## src/logic/isr_pkg.sv

```systemverilog
// package: status register layout, reset values and host command codes
package isr_pkg;

  // ****************************************************
  // standard event status bit positions
  // ****************************************************
  localparam int ESB_OP_DONE      = 0;
  localparam int ESB_QUERY_FAULT  = 2;
  localparam int ESB_DEV_ERR      = 3;
  localparam int ESB_EXEC_FAULT   = 4;
  localparam int ESB_CMD_FAULT    = 5;
  localparam int ESB_POWER        = 7;
  localparam logic [7:0] ESB_USED_MASK = 8'hBD;

  // ****************************************************
  // operation status bit positions
  // ****************************************************
  localparam int OPB_AWAIT_TRIG   = 5;
  localparam int OPB_CONST_VOLT   = 8;
  localparam int OPB_OUTPUT_ON    = 9;
  localparam int OPB_CONST_CURR   = 10;
  localparam int OPB_OUT_DELAY    = 12;
  localparam int OPB_CHAN_SUMMARY = 13;
  localparam logic [15:0] OPB_USED_MASK = 16'h3720;
  localparam logic [15:0] CHS_USED_MASK = 16'h000F;

  // ****************************************************
  // reset values
  // ****************************************************
  localparam logic [15:0] RST_MASK16    = 16'h0000;
  localparam logic [15:0] RST_PTR16     = 16'hFFFF;
  localparam logic [7:0]  RST_ESE       = 8'h00;
  localparam logic [15:0] RST_EVENT16   = 16'h0000;

  // ****************************************************
  // host command selector
  // ****************************************************
  typedef enum logic [3:0] {
    ISR_NOP       = 4'h0,
    ISR_ESR_RD    = 4'h1,
    ISR_ESE_WR    = 4'h2,
    ISR_ESE_RD    = 4'h3,
    ISR_OP_EVT    = 4'h4,
    ISR_OP_COND   = 4'h5,
    ISR_OP_ENA_WR = 4'h6,
    ISR_OP_ENA_RD = 4'h7,
    ISR_OP_PTR_WR = 4'h8,
    ISR_OP_PTR_RD = 4'h9,
    ISR_OP_NTR_WR = 4'hA,
    ISR_OP_NTR_RD = 4'hB,
    ISR_CH_EVT    = 4'hC,
    ISR_CH_COND   = 4'hD,
    ISR_CH_SEL_WR = 4'hE,
    ISR_CH_SEL_RD = 4'hF
  } isr_cmd_t;

  // which mask of the channel subregister a sel command touches
  typedef enum logic [1:0] {
    ISR_SEL_ENA = 2'h0,
    ISR_SEL_PTR = 2'h1,
    ISR_SEL_NTR = 2'h2
  } isr_sel_t;

  // host request bundle
  typedef struct packed {
    logic        valid;
    isr_cmd_t    cmd;
    isr_sel_t    sel;
    logic [15:0] data;
  } isr_req_t;

  // one-cycle error/event queue postings
  typedef struct packed {
    logic op_done;
    logic query_fault;
    logic device_specific_error;
    logic exec_fault;
    logic cmd_fault;
    logic power_applied;
  } isr_evq_t;

  // live operation conditions
  typedef struct packed {
    logic awaiting_trigger;
    logic const_volt;
    logic output_on;
    logic const_curr;
    logic output_delay_active;
  } isr_opcond_t;

endpackage

```

## src/logic/isr_status.sv

```systemverilog
// module: standard event, operation and channel summary status registers
//
// What this block does
// (RULE1) event status bits come from queue postings
// (RULE2) bit 0 on completed operation sync
// (RULE3) bit 2 on query with nothing queued
// (RULE4) bit 3 on device-specific error
// (RULE5) bit 4 on execution fault
// (RULE6) bit 5 on command fault or trigger
// (RULE7) bit 7 on power applied
// (RULE8) operation register 16 bits, bit15 zero
// (RULE9) operation bit 5 while awaiting trigger
// (RULE10) bits 8,9,10: voltage, output, current
// (RULE11) operation bit 12 during output delay
// (RULE12) operation bit 13 summarises channel subregister
// (RULE13) operation event query clears it
// (RULE14) condition query is live, non-destructive
// (RULE15) operation enable writable and readable
// (RULE16) operation falling mask writable and used
// (RULE17) operation rising mask writable and used
// (RULE18) channels 1-4 map to bits 0-3
// (RULE19) channel event read clears; condition not
// (RULE20) channel masks writable and readable
// (RULE21) events latch from masked condition changes
// (RULE22) rising change needs rising mask
// (RULE23) falling change needs falling mask
// (RULE24) operation summary from event and enable
// (RULE25) unused bits read zero in status, condition and event reads; masks read back as written
// (RULE26) event status read clears; enable summary
`timescale 1ns/100ps
module isr_status #(
  parameter int NCH = 4
) (
  input  wire logic                 clk,
  input  wire logic                 resetn,
  input  wire logic                 ce,
  input  wire isr_pkg::isr_req_t    req,
  input  wire isr_pkg::isr_evq_t    evq,
  input  wire isr_pkg::isr_opcond_t opcond,
  input  wire logic [NCH-1:0]       chan_summary,
  output logic                      rsp_valid,
  output logic [15:0]               rsp_data,
  output logic                      std_event_summary,
  output logic                      oper_summary,
  output logic [7:0]                esr_view
);
  import isr_pkg::*;

  // ****************************************************
  // synchronise channel summaries from other logic
  // ****************************************************
  logic [NCH-1:0] ch_s1_r, ch_s2_r;
  always_ff @(posedge clk) begin
    if (!resetn) begin
      ch_s1_r <= '0;
      ch_s2_r <= '0;
    end else if (ce) begin
      ch_s1_r <= chan_summary;
      ch_s2_r <= ch_s1_r;
    end
  end

  // ****************************************************
  // command decode
  // ****************************************************
  function automatic logic is_cmd(isr_req_t r, isr_cmd_t c);
    return r.valid && (r.cmd == c);
  endfunction

  function automatic logic is_sel_wr(isr_req_t r, isr_sel_t s);
    return r.valid && (r.cmd == ISR_CH_SEL_WR) && (r.sel == s);
  endfunction

  // ****************************************************
  // channel summary subregister
  // ****************************************************
  logic [15:0] ch_cond_in;
  logic [15:0] ch_cond, ch_evt, ch_ena, ch_ptr, ch_ntr;
  logic        ch_sum;

  // (RULE18) channel n summary lands on bit n-1
  always_comb begin
    ch_cond_in = '0;
    ch_cond_in[NCH-1:0] = ch_s2_r;
  end

  // (RULE19) channel event read clears it
  // (RULE20) channel masks from host writes
  isr_xreg #(.W(16)) u_chan (
    .clk      (clk),
    .resetn   (resetn),
    .ce       (ce),
    .cond     (ch_cond_in),
    .used     (CHS_USED_MASK),
    .evt_clr  (is_cmd(req, ISR_CH_EVT)),
    .ena_wr   (is_sel_wr(req, ISR_SEL_ENA)),
    .ptr_wr   (is_sel_wr(req, ISR_SEL_PTR)),
    .ntr_wr   (is_sel_wr(req, ISR_SEL_NTR)),
    .wdata    (req.data),
    .cond_q   (ch_cond),
    .event_q  (ch_evt),
    .enable_q (ch_ena),
    .ptr_q    (ch_ptr),
    .ntr_q    (ch_ntr),
    .summary  (ch_sum)
  );

  // ****************************************************
  // operation status register
  // ****************************************************
  logic [15:0] op_cond_in;
  logic [15:0] op_cond, op_evt, op_ena, op_ptr, op_ntr;
  logic        op_sum;

  always_comb begin
    op_cond_in = '0;
    // (RULE9) awaiting trigger
    op_cond_in[OPB_AWAIT_TRIG]   = opcond.awaiting_trigger;
    // (RULE10) regulation and output state
    op_cond_in[OPB_CONST_VOLT]   = opcond.const_volt;
    op_cond_in[OPB_OUTPUT_ON]    = opcond.output_on;
    op_cond_in[OPB_CONST_CURR]   = opcond.const_curr;
    // (RULE11) output delay sequence
    op_cond_in[OPB_OUT_DELAY]    = opcond.output_delay_active;
    // (RULE12) channel subregister summary
    op_cond_in[OPB_CHAN_SUMMARY] = ch_sum;
  end

  // (RULE13) operation event query clears
  // (RULE15) enable register store
  // (RULE16) falling mask store
  // (RULE17) rising mask store
  isr_xreg #(.W(16)) u_oper (
    .clk      (clk),
    .resetn   (resetn),
    .ce       (ce),
    .cond     (op_cond_in),
    .used     (OPB_USED_MASK),
    .evt_clr  (is_cmd(req, ISR_OP_EVT)),
    .ena_wr   (is_cmd(req, ISR_OP_ENA_WR)),
    .ptr_wr   (is_cmd(req, ISR_OP_PTR_WR)),
    .ntr_wr   (is_cmd(req, ISR_OP_NTR_WR)),
    .wdata    (req.data),
    .cond_q   (op_cond),
    .event_q  (op_evt),
    .enable_q (op_ena),
    .ptr_q    (op_ptr),
    .ntr_q    (op_ntr),
    .summary  (op_sum)
  );

  // ****************************************************
  // standard event status and its enable
  // ****************************************************
  logic [7:0] esr_r, esr_nxt, ese_r, ese_nxt, esr_set;

  always_comb begin
    esr_set = '0;
    // (RULE1) every used bit sourced from the queue
    // (RULE2) operation complete
    esr_set[ESB_OP_DONE]     = evq.op_done;
    // (RULE3) query fault
    esr_set[ESB_QUERY_FAULT] = evq.query_fault;
    // (RULE4) device specific error
    esr_set[ESB_DEV_ERR]     = evq.device_specific_error;
    // (RULE5) execution fault
    esr_set[ESB_EXEC_FAULT]  = evq.exec_fault;
    // (RULE6) command fault or trigger
    esr_set[ESB_CMD_FAULT]   = evq.cmd_fault;
    // (RULE7) power applied
    esr_set[ESB_POWER]       = evq.power_applied;
    // (RULE26) read clears; a posting in the same cycle survives
    esr_nxt = ((is_cmd(req, ISR_ESR_RD) ? '0 : esr_r) | esr_set) & ESB_USED_MASK;
    ese_nxt = is_cmd(req, ISR_ESE_WR) ? req.data[7:0] : ese_r;
  end

  always_ff @(posedge clk) begin
    if (!resetn) begin
      esr_r <= '0;
      ese_r <= RST_ESE;
    end else if (ce) begin
      esr_r <= esr_nxt;
      ese_r <= ese_nxt;
    end
  end

  // ****************************************************
  // read mux and registered outputs
  // ****************************************************
  logic [15:0] rd_nxt, rsp_data_r, ch_sel_rd;
  logic        rsp_valid_r, std_sum_r, op_sum_r;

  always_comb begin
    unique case (req.sel)
      ISR_SEL_PTR: ch_sel_rd = ch_ptr;
      ISR_SEL_NTR: ch_sel_rd = ch_ntr;
      default:     ch_sel_rd = ch_ena;
    endcase
  end

  // reads return the value before any clear of this same cycle
  always_comb begin
    unique case (req.cmd)
      ISR_ESR_RD:    rd_nxt = {8'h00, esr_r};
      ISR_ESE_RD:    rd_nxt = {8'h00, ese_r};
      ISR_OP_EVT:    rd_nxt = op_evt;
      // (RULE14) live condition, no side effect
      ISR_OP_COND:   rd_nxt = op_cond;
      ISR_OP_ENA_RD: rd_nxt = op_ena;
      ISR_OP_PTR_RD: rd_nxt = op_ptr;
      ISR_OP_NTR_RD: rd_nxt = op_ntr;
      ISR_CH_EVT:    rd_nxt = ch_evt;
      ISR_CH_COND:   rd_nxt = ch_cond;
      ISR_CH_SEL_RD: rd_nxt = ch_sel_rd;
      default:       rd_nxt = 16'h0000;
    endcase
    // (RULE8) bit 15 of condition and event reads zero
    // (RULE25) unused bits already masked; masks read back whole
    if (req.cmd inside {ISR_OP_EVT, ISR_OP_COND, ISR_CH_EVT, ISR_CH_COND}) begin
      rd_nxt[15] = 1'b0;
    end
  end

  always_ff @(posedge clk) begin
    if (!resetn) begin
      rsp_valid_r <= 1'b0;
      rsp_data_r  <= 16'h0000;
      std_sum_r   <= 1'b0;
      op_sum_r    <= 1'b0;
    end else if (ce) begin
      rsp_valid_r <= req.valid;
      rsp_data_r  <= req.valid ? rd_nxt : rsp_data_r;
      // (RULE26) enabled event status summary
      std_sum_r   <= |(esr_nxt & ese_nxt);
      // (RULE24) operation summary to status byte
      op_sum_r    <= op_sum;
    end
  end

  assign rsp_valid         = rsp_valid_r;
  assign rsp_data          = rsp_data_r;
  assign std_event_summary = std_sum_r;
  assign oper_summary      = op_sum_r;
  assign esr_view          = esr_r;
endmodule

```

## src/logic/isr_xreg.sv

```systemverilog
// module: one condition/event/enable/transition register set
`timescale 1ns/100ps
module isr_xreg #(
  parameter int W = 16
) (
  input  wire logic         clk,
  input  wire logic         resetn,
  input  wire logic         ce,
  input  wire logic [W-1:0] cond,
  input  wire logic [W-1:0] used,
  input  wire logic         evt_clr,
  input  wire logic         ena_wr,
  input  wire logic         ptr_wr,
  input  wire logic         ntr_wr,
  input  wire logic [W-1:0] wdata,
  output logic [W-1:0]      cond_q,
  output logic [W-1:0]      event_q,
  output logic [W-1:0]      enable_q,
  output logic [W-1:0]      ptr_q,
  output logic [W-1:0]      ntr_q,
  output logic              summary
);
  import isr_pkg::*;

  logic [W-1:0] cond_r, cond_nxt, evt_r, evt_nxt;
  logic [W-1:0] ena_r, ena_nxt, ptr_r, ptr_nxt, ntr_r, ntr_nxt;
  logic [W-1:0] hit;

  // ****************************************************
  // next state
  // ****************************************************
  always_comb begin
    cond_nxt = cond & used;
    // (RULE22) rising edge latch
    // (RULE23) falling edge latch
    hit = ((cond_nxt & ~cond_r) & ptr_r) | ((~cond_nxt & cond_r) & ntr_r);
    // (RULE21) read clears, new hit wins
    evt_nxt  = ((evt_clr ? '0 : evt_r) | hit) & used;
    ena_nxt  = ena_wr ? wdata : ena_r;
    ptr_nxt  = ptr_wr ? wdata : ptr_r;
    ntr_nxt  = ntr_wr ? wdata : ntr_r;
  end

  // registers; ptr resets all-ones so rising edges report by default
  always_ff @(posedge clk) begin
    if (!resetn) begin
      cond_r <= W'(RST_EVENT16);
      evt_r  <= W'(RST_EVENT16);
      ena_r  <= W'(RST_MASK16);
      ptr_r  <= W'(RST_PTR16);
      ntr_r  <= W'(RST_MASK16);
    end else if (ce) begin
      cond_r <= cond_nxt;
      evt_r  <= evt_nxt;
      ena_r  <= ena_nxt;
      ptr_r  <= ptr_nxt;
      ntr_r  <= ntr_nxt;
    end
  end

  assign cond_q   = cond_r;
  assign event_q  = evt_r;
  assign enable_q = ena_r;
  assign ptr_q    = ptr_r;
  assign ntr_q    = ntr_r;
  assign summary  = |(evt_r & ena_r);
endmodule
```

## config.mk

```make
export PLATFORM = sky130hd
export DESIGN_NAME = isr_status
export DESIGN_NICKNAME = d
export VERILOG_FILES = /design/src/logic/isr_pkg.sv /design/src/logic/isr_status.sv /design/src/logic/isr_xreg.sv
export SDC_FILE = /design/constraint.sdc
export NUM_CORES = 1
export LEC_CHECK = 0
export BUFFER_PORTS_ARGS = -buffer_cell sky130_fd_sc_hd__buf_2
export CORE_MARGIN = 3
export CORE_UTILIZATION = 25
export CTS_CLUSTER_DIAMETER = 40
export DETAILED_ROUTE_END_ITERATION = 10
export PLACE_DENSITY_LB_ADDON = 0.2
export SYNTH_ARGS = -nofsm -noshare
export SYNTH_HDL_FRONTEND = slang
export SYNTH_SLANG_ARGS = --single-unit
```

## constraint.sdc

```tcl
create_clock -name clk -period 2.1 [get_ports clk]
set_clock_uncertainty 0.15 [all_clocks]
set_input_delay 0 -clock clk [delete_from_list [all_inputs] [get_ports clk]]
set_output_delay 0 -clock clk [all_outputs]
set_load 0.01 [all_outputs]
```

* After elaboration in Yosys (flattened, before gate mapping)
Cells that the tools add are included. W data, S select, Z words.
Word-level totals: register bits after elaboration 157, input port bits 41, output and inout port bits 27, logic and storage cells 85
Operators by class: equal/unequal tests 17, mux-type cells 7, bitwise operators 20, reductions and logical operators 23
Operator list (number):
- $pmux W16 S10 | 1
- $and A14 B14 Y14 | 4
- $eq A4 B4 Y1 const B | 8
- $pmux W16 S2 | 1
- $reduce_or A16 Y1 | 2
- $not A14 Y14 | 2
- $or A14 B14 Y14 | 2
- $and A14 B16 Y16 | 1
- $and A4 B16 Y16 | 1
- $and A4 B4 Y4 | 4
- $eq A4 B3 Y1 const B | 4
- $mux W8 | 2
- $mux W14 | 1
- $reduce_and A2 Y1 | 7
- $logic_and A1 B1 Y1 | 11
- $and A8 B8 Y8 | 1
- $eq A4 B2 Y1 const B | 2
- $not A4 Y4 | 2
- $or A4 B4 Y4 | 2
- $or A8 B8 Y8 | 1
- $reduce_or A8 Y1 | 1
- $eq A4 B1 Y1 const B | 1
- $mux W4 | 1
- $reduce_bool A4 Y1 | 1
- other kinds (4) | 4

* Logic depth before layout (Yosys ltp)
depth after elaboration 7, gate-level depth with buffers 8, gate-level depth less buffers 7

* Modules after synthesis
A second synthesis with hierarchy kept.
Unflattened totals: cell total of the unflattened synthesis 1240, area, all modules 10433.8 sq um
Modules (own cells, without submodules):
- isr_xreg | instances 2, cells an instance 427, area each 3666.0 sq um, sequential area each 1601.5 sq um
- isr_status | instances 1, cells an instance 386, area each 3101.7 sq um, sequential area each 820.8 sq um

* Worst setup path before layout
Ideal clock, no wire load.
kind input-to-reg, start input req[21] in the netlist's numbering, end register std_sum_r (netlist: std_event_summary), setup time 0.136 ns, arrival 1.562 ns, required time 1.814 ns, setup slack 0.252 ns, stages 6, buffers on the path 1, cell sequence clkbuf_1 > nand4bb_1 > nor2_1 > mux2_2 > a2111oi_4 > a31oi_1
Between the ends: word-level cells in the longest chain between the ends 6, elaborated cells on any way between the ends 9, classes of those cells eq/ne (2); mux (2); bitwise (2); reduce/logical (3)
RTL lines:
- start: declaration | line isr_status.sv:37 | input wire isr_pkg::isr_req_t req,
- $eq A4 B1 Y1 | line isr_status.sv:67 | return r.valid && (r.cmd == c);
- $logic_and A1 B1 Y1 | line isr_status.sv:67
- $mux W8 | line isr_status.sv:173 | esr_nxt = ((is_cmd(req, ISR_ESR_RD) ? '0 : esr_r) | esr_set) & ESB_USED_MASK;
- $or A8 B8 Y8 | line isr_status.sv:173
- $and A8 B8 Y8 * | line isr_status.sv:234 | std_sum_r <= |(esr_nxt & ese_nxt);
- $reduce_or A8 Y1 * | line isr_status.sv:234
- end signal: assignment | line isr_status.sv:234
- end: declaration | line isr_status.sv:191 | logic rsp_valid_r, std_sum_r, op_sum_r;
Mark *: on every way between the ends. The rest lies on a longest branch, timed or not. A chain may end at the register's enable or synchronous reset.

* Worst setup path after layout
start register u_chan.evt_r[2] (netlist: u_chan.event_q[2]), end register u_oper.evt_r[13] (netlist: u_oper.event_q[13])
Between the ends: word-level cells in the longest chain between the ends 7, elaborated cells on any way between the ends 9, classes of those cells bitwise (8); reduce/logical (1)
RTL lines:
- start: declaration | line isr_xreg.sv:25 | logic [W-1:0] cond_r, cond_nxt, evt_r, evt_nxt;
- start signal: assignment | line isr_xreg.sv:48 | evt_r <= W'(RST_EVENT16);
- start signal: assignment | line isr_xreg.sv:54 | evt_r <= evt_nxt;
- $and A4 B16 Y16 * | line isr_xreg.sv:66 | assign summary = |(evt_r & ena_r);
- $reduce_or A16 Y1 * | line isr_xreg.sv:66
- $not A14 Y14 | line isr_xreg.sv:36 | hit = ((cond_nxt & ~cond_r) & ptr_r) | ((~cond_nxt & cond_r) & ntr_r);
- $and A14 B14 Y14 (2 in series) | line isr_xreg.sv:36
- $or A14 B14 Y14 * | line isr_xreg.sv:36
- $or A14 B14 Y14 * | line isr_xreg.sv:38 | evt_nxt = ((evt_clr ? '0 : evt_r) | hit) & used;
- end signal: assignment | line isr_xreg.sv:48
- end signal: assignment | line isr_xreg.sv:54
- end: declaration | line isr_xreg.sv:25
Marks and branches as above.

==> impl_results.md <==
- Outcome: finished, final reports clean
- IO Pins: 68
- GR Overflow Total: 0
- Post-synthesis sequential area ratio: 0.426
- CTS tree: done
- Power per Cell Area: around 740 nW/um^2
- Worst hold path endpoint: std_event_summary
- Fin nets: 1040
- Number of enable flip-flop cells after synthesis: 0
- Vias per cell: 4.74
- Layout cell share with drive strength beyond 1: 0.162
- Share of the synthesized area in the top cell type: 0.426
- Relative slew slack: 0.622
- Placer congestion estimate: 0.797
- Final hold vios: 0
- Hold Path Origin: ce
- Final Cycle Share: 0.809
- Tot GR Track Use: 0.157
- Mapped Cells: 896
- Post-route ant nets: 0
- Main area contributors after synthesis: dfxtp_1 (43%), nand2_1 (11%), a21boi_0 (8.7%)
- Count leader, synth: nand2_1
- Antenna Cells: 0
- Worst EP required: 2.31 ns
- Vias in the first global route: 6381
- Measured slew at the worst slew-check pin: around 0.57 ns
- Core area: 28900 um^2
- Estimated wirelength of the detail-placed design: ~17000 um
- M2 GR Usage: 0.238
- DRC errors left: 0
- Storage element area: approximately 3100 um^2
- First-pass GRT wire length: 38000 um
- Fin crit period: approximately 1.7 ns
- Die Y: 178 um
- Slew Viols, Final: 0
- Final WL: 24600 um
- Ys flop type: dfxtp_1
- Tightest Hold Check Type: in2reg
- Clk sinks: 157
- Number of max-cap violations: 0
- Antenna violations before repair: 0
- Starting Density: 0.256
- CTS buffer count: 17
- Root buf cell: clkbuf_16
- Upper clock frequency limit: 589 MHz
- Finished Cell Area: 9330 um^2
- R2R Path Start: u_chan.event_q[2]
- Clk Latency, worst-skew pair: roughly 0.43 ns
- GRT met3 Usage: 0.0274
- Dominant cell type by area after synthesis: dfxtp_1
- Crit Path Max Fanout: 3
- RSZ-0062 raised after global routing: no
- Clock-pin transition on the worst setup and hold timing paths: about 0.07 ns
- Leak pwr: between 3 and 4 nW
- Setup crit start kind: flop
- Die ar.: 31600 um^2
- Yosys warning count: 0
- Worst EP arrival: 1.91 ns
- Filler cells: 3076
- Mean Syn Cell Area: 8.23 um^2
- Area after DPL: 8410 um^2
- Footprint of the multi-input gates: 3910 um^2
- Drt first pass iters: 5
- Setup_tns: 0 ns
- Top cells by count, synth: nand2_1 (212), dfxtp_1 (157), a21boi_0 (85)
- Final Setup Violations: 0
- Worst r2r dst: u_oper.event_q[13]
- Met1 usage: 0.231
- Flops & latches, synth: 157
- Fraction of registers with async set/reset: 0
- Routed len/inst: approximately 18 um
- Hold path depth: 3
- Worst setup EP type: flop
- Setup CP Type: reg2reg
- Worst R2R Setup Slack: 0.40 ns
- Via count: between 6000 and 7000
- DR iter-0 viols: 469
- Max VDD drop: ~540 uV
- Synthesis-to-layout area growth: 26.5%
- R2R cell count: 6
- Number of placement rows: 62
- Port buffer count: 65
- GRT Max-Usage Layer: met2
- H-tree depth: 4
- Clk buf depth: 2
- Mapped Area: 7370 um^2
- Yosys cell types: 55
- Die Wd: roughly 180 um
- Largest net degree at the start of global routing: 46
[power breakdown]
part	total (mW)	internal, mW	switching [mW]
sequential	3.07	3.03	0.0456
clock	3.18	1.80	1.39
combinational	0.667	0.288	0.380
total	6.92	5.11	1.81
[worst max-delay path, stage by stage (launching register included)]
cell	delay (ns)
dfxtp_1	0.35
a22o_1	0.23
a221oi_1	0.31
buf_4	0.21
mux2i_1	0.19
a22oi_1	0.08
nor2b_1	0.11
[flip-flops by register name, indices dropped and copies added, names as in the netlist, 6 cells and up]
| name | cells |
|---|---|
| u_oper.enable_q | 16 |
| ese_r | 8 |
| u_oper.ntr_q | 16 |
| u_oper.cond_q | 6 |
| u_oper.ptr_q | 16 |
| u_chan.ntr_q | 16 |
| u_oper.event_q | 6 |
| u_chan.enable_q | 16 |
| u_chan.ptr_q | 16 |
| esr_view | 6 |
| rsp_data | 16 |
[timing repair]
action,CTS,global route
gates resized for setup,0,0
endpoints found under the setup margin,0,0
hold endpoints to repair,125,0
buffers inserted,0,0
hold buffers,32,0
[kinds of logic (layout without fill, tap and decap cells)]
family	count (synthesis)	in the layout	synth area share
buf+inv	79	191	0.0441
flops	157	157	0.426
other cells	1	2	0.000509
fa+ha+maj	3	3	0.00509
simple gates	398	398	0.248
mux	42	42	0.0573
compound gates	216	216	0.219
[layout by cell type (no fill, tap or decap), types with 7 or more instances in the layout]
cell and count:
nor2b_1 37, buf_2 64, nand2_1 212, o21ai_0 24
nor2_1 28, nand3b_1 14, a211oi_1 12, dlygate4sd3_1 32
nand2b_1 7, clkbuf_16 17, a21boi_0 85, mux2i_1 40
buf_12 7, buf_4 53, nand3_1 74, dfxtp_1 157
a22oi_1 40
[routing by layer]
metal,up-vias,wire length [um]
li1,3323,-
met3,11,897
met1,3151,12700
met2,116,10800
met5,-,0
met4,0,196
[worst max path at each step]
stage,from,end,cells after the start
global route,u_chan.event_q[2],u_oper.event_q[13],6
detailed placement,req[20],std_event_summary,6
floorplan,req[21],std_event_summary,6
global placement,req[19],std_event_summary,7
finish,u_chan.event_q[2],u_oper.event_q[13],6
CTS,u_chan.event_q[2],u_oper.event_q[13],6
[metrics by stage]
step	setup slack (ns)	cells	total power, mW	util	hold WS, ns
3_3_place_gp	0.301	1329	3.77	0.291	0.108
3_5_place_dp	0.271	1329	3.77	0.291	0.118
5_1_grt	0.333	1393	7.20	0.323	0.0203
2_1_floorplan	0.252	897	3.49	-	-0.0260
4_1_cts	0.401	1393	7.01	0.323	0.0122
6_report	0.402	1393	6.92	0.323	0.0236
[cell type report]
class                      count  area share
sequential                   157       0.337
clock buffer                  17      0.0456
tap                          384      0.0515
clock inverter                15      0.0188
multi-input combinational    661       0.420
timing repair buffer         156       0.126
inverter                       3     0.00121
(Power assumes the default switching activity.)
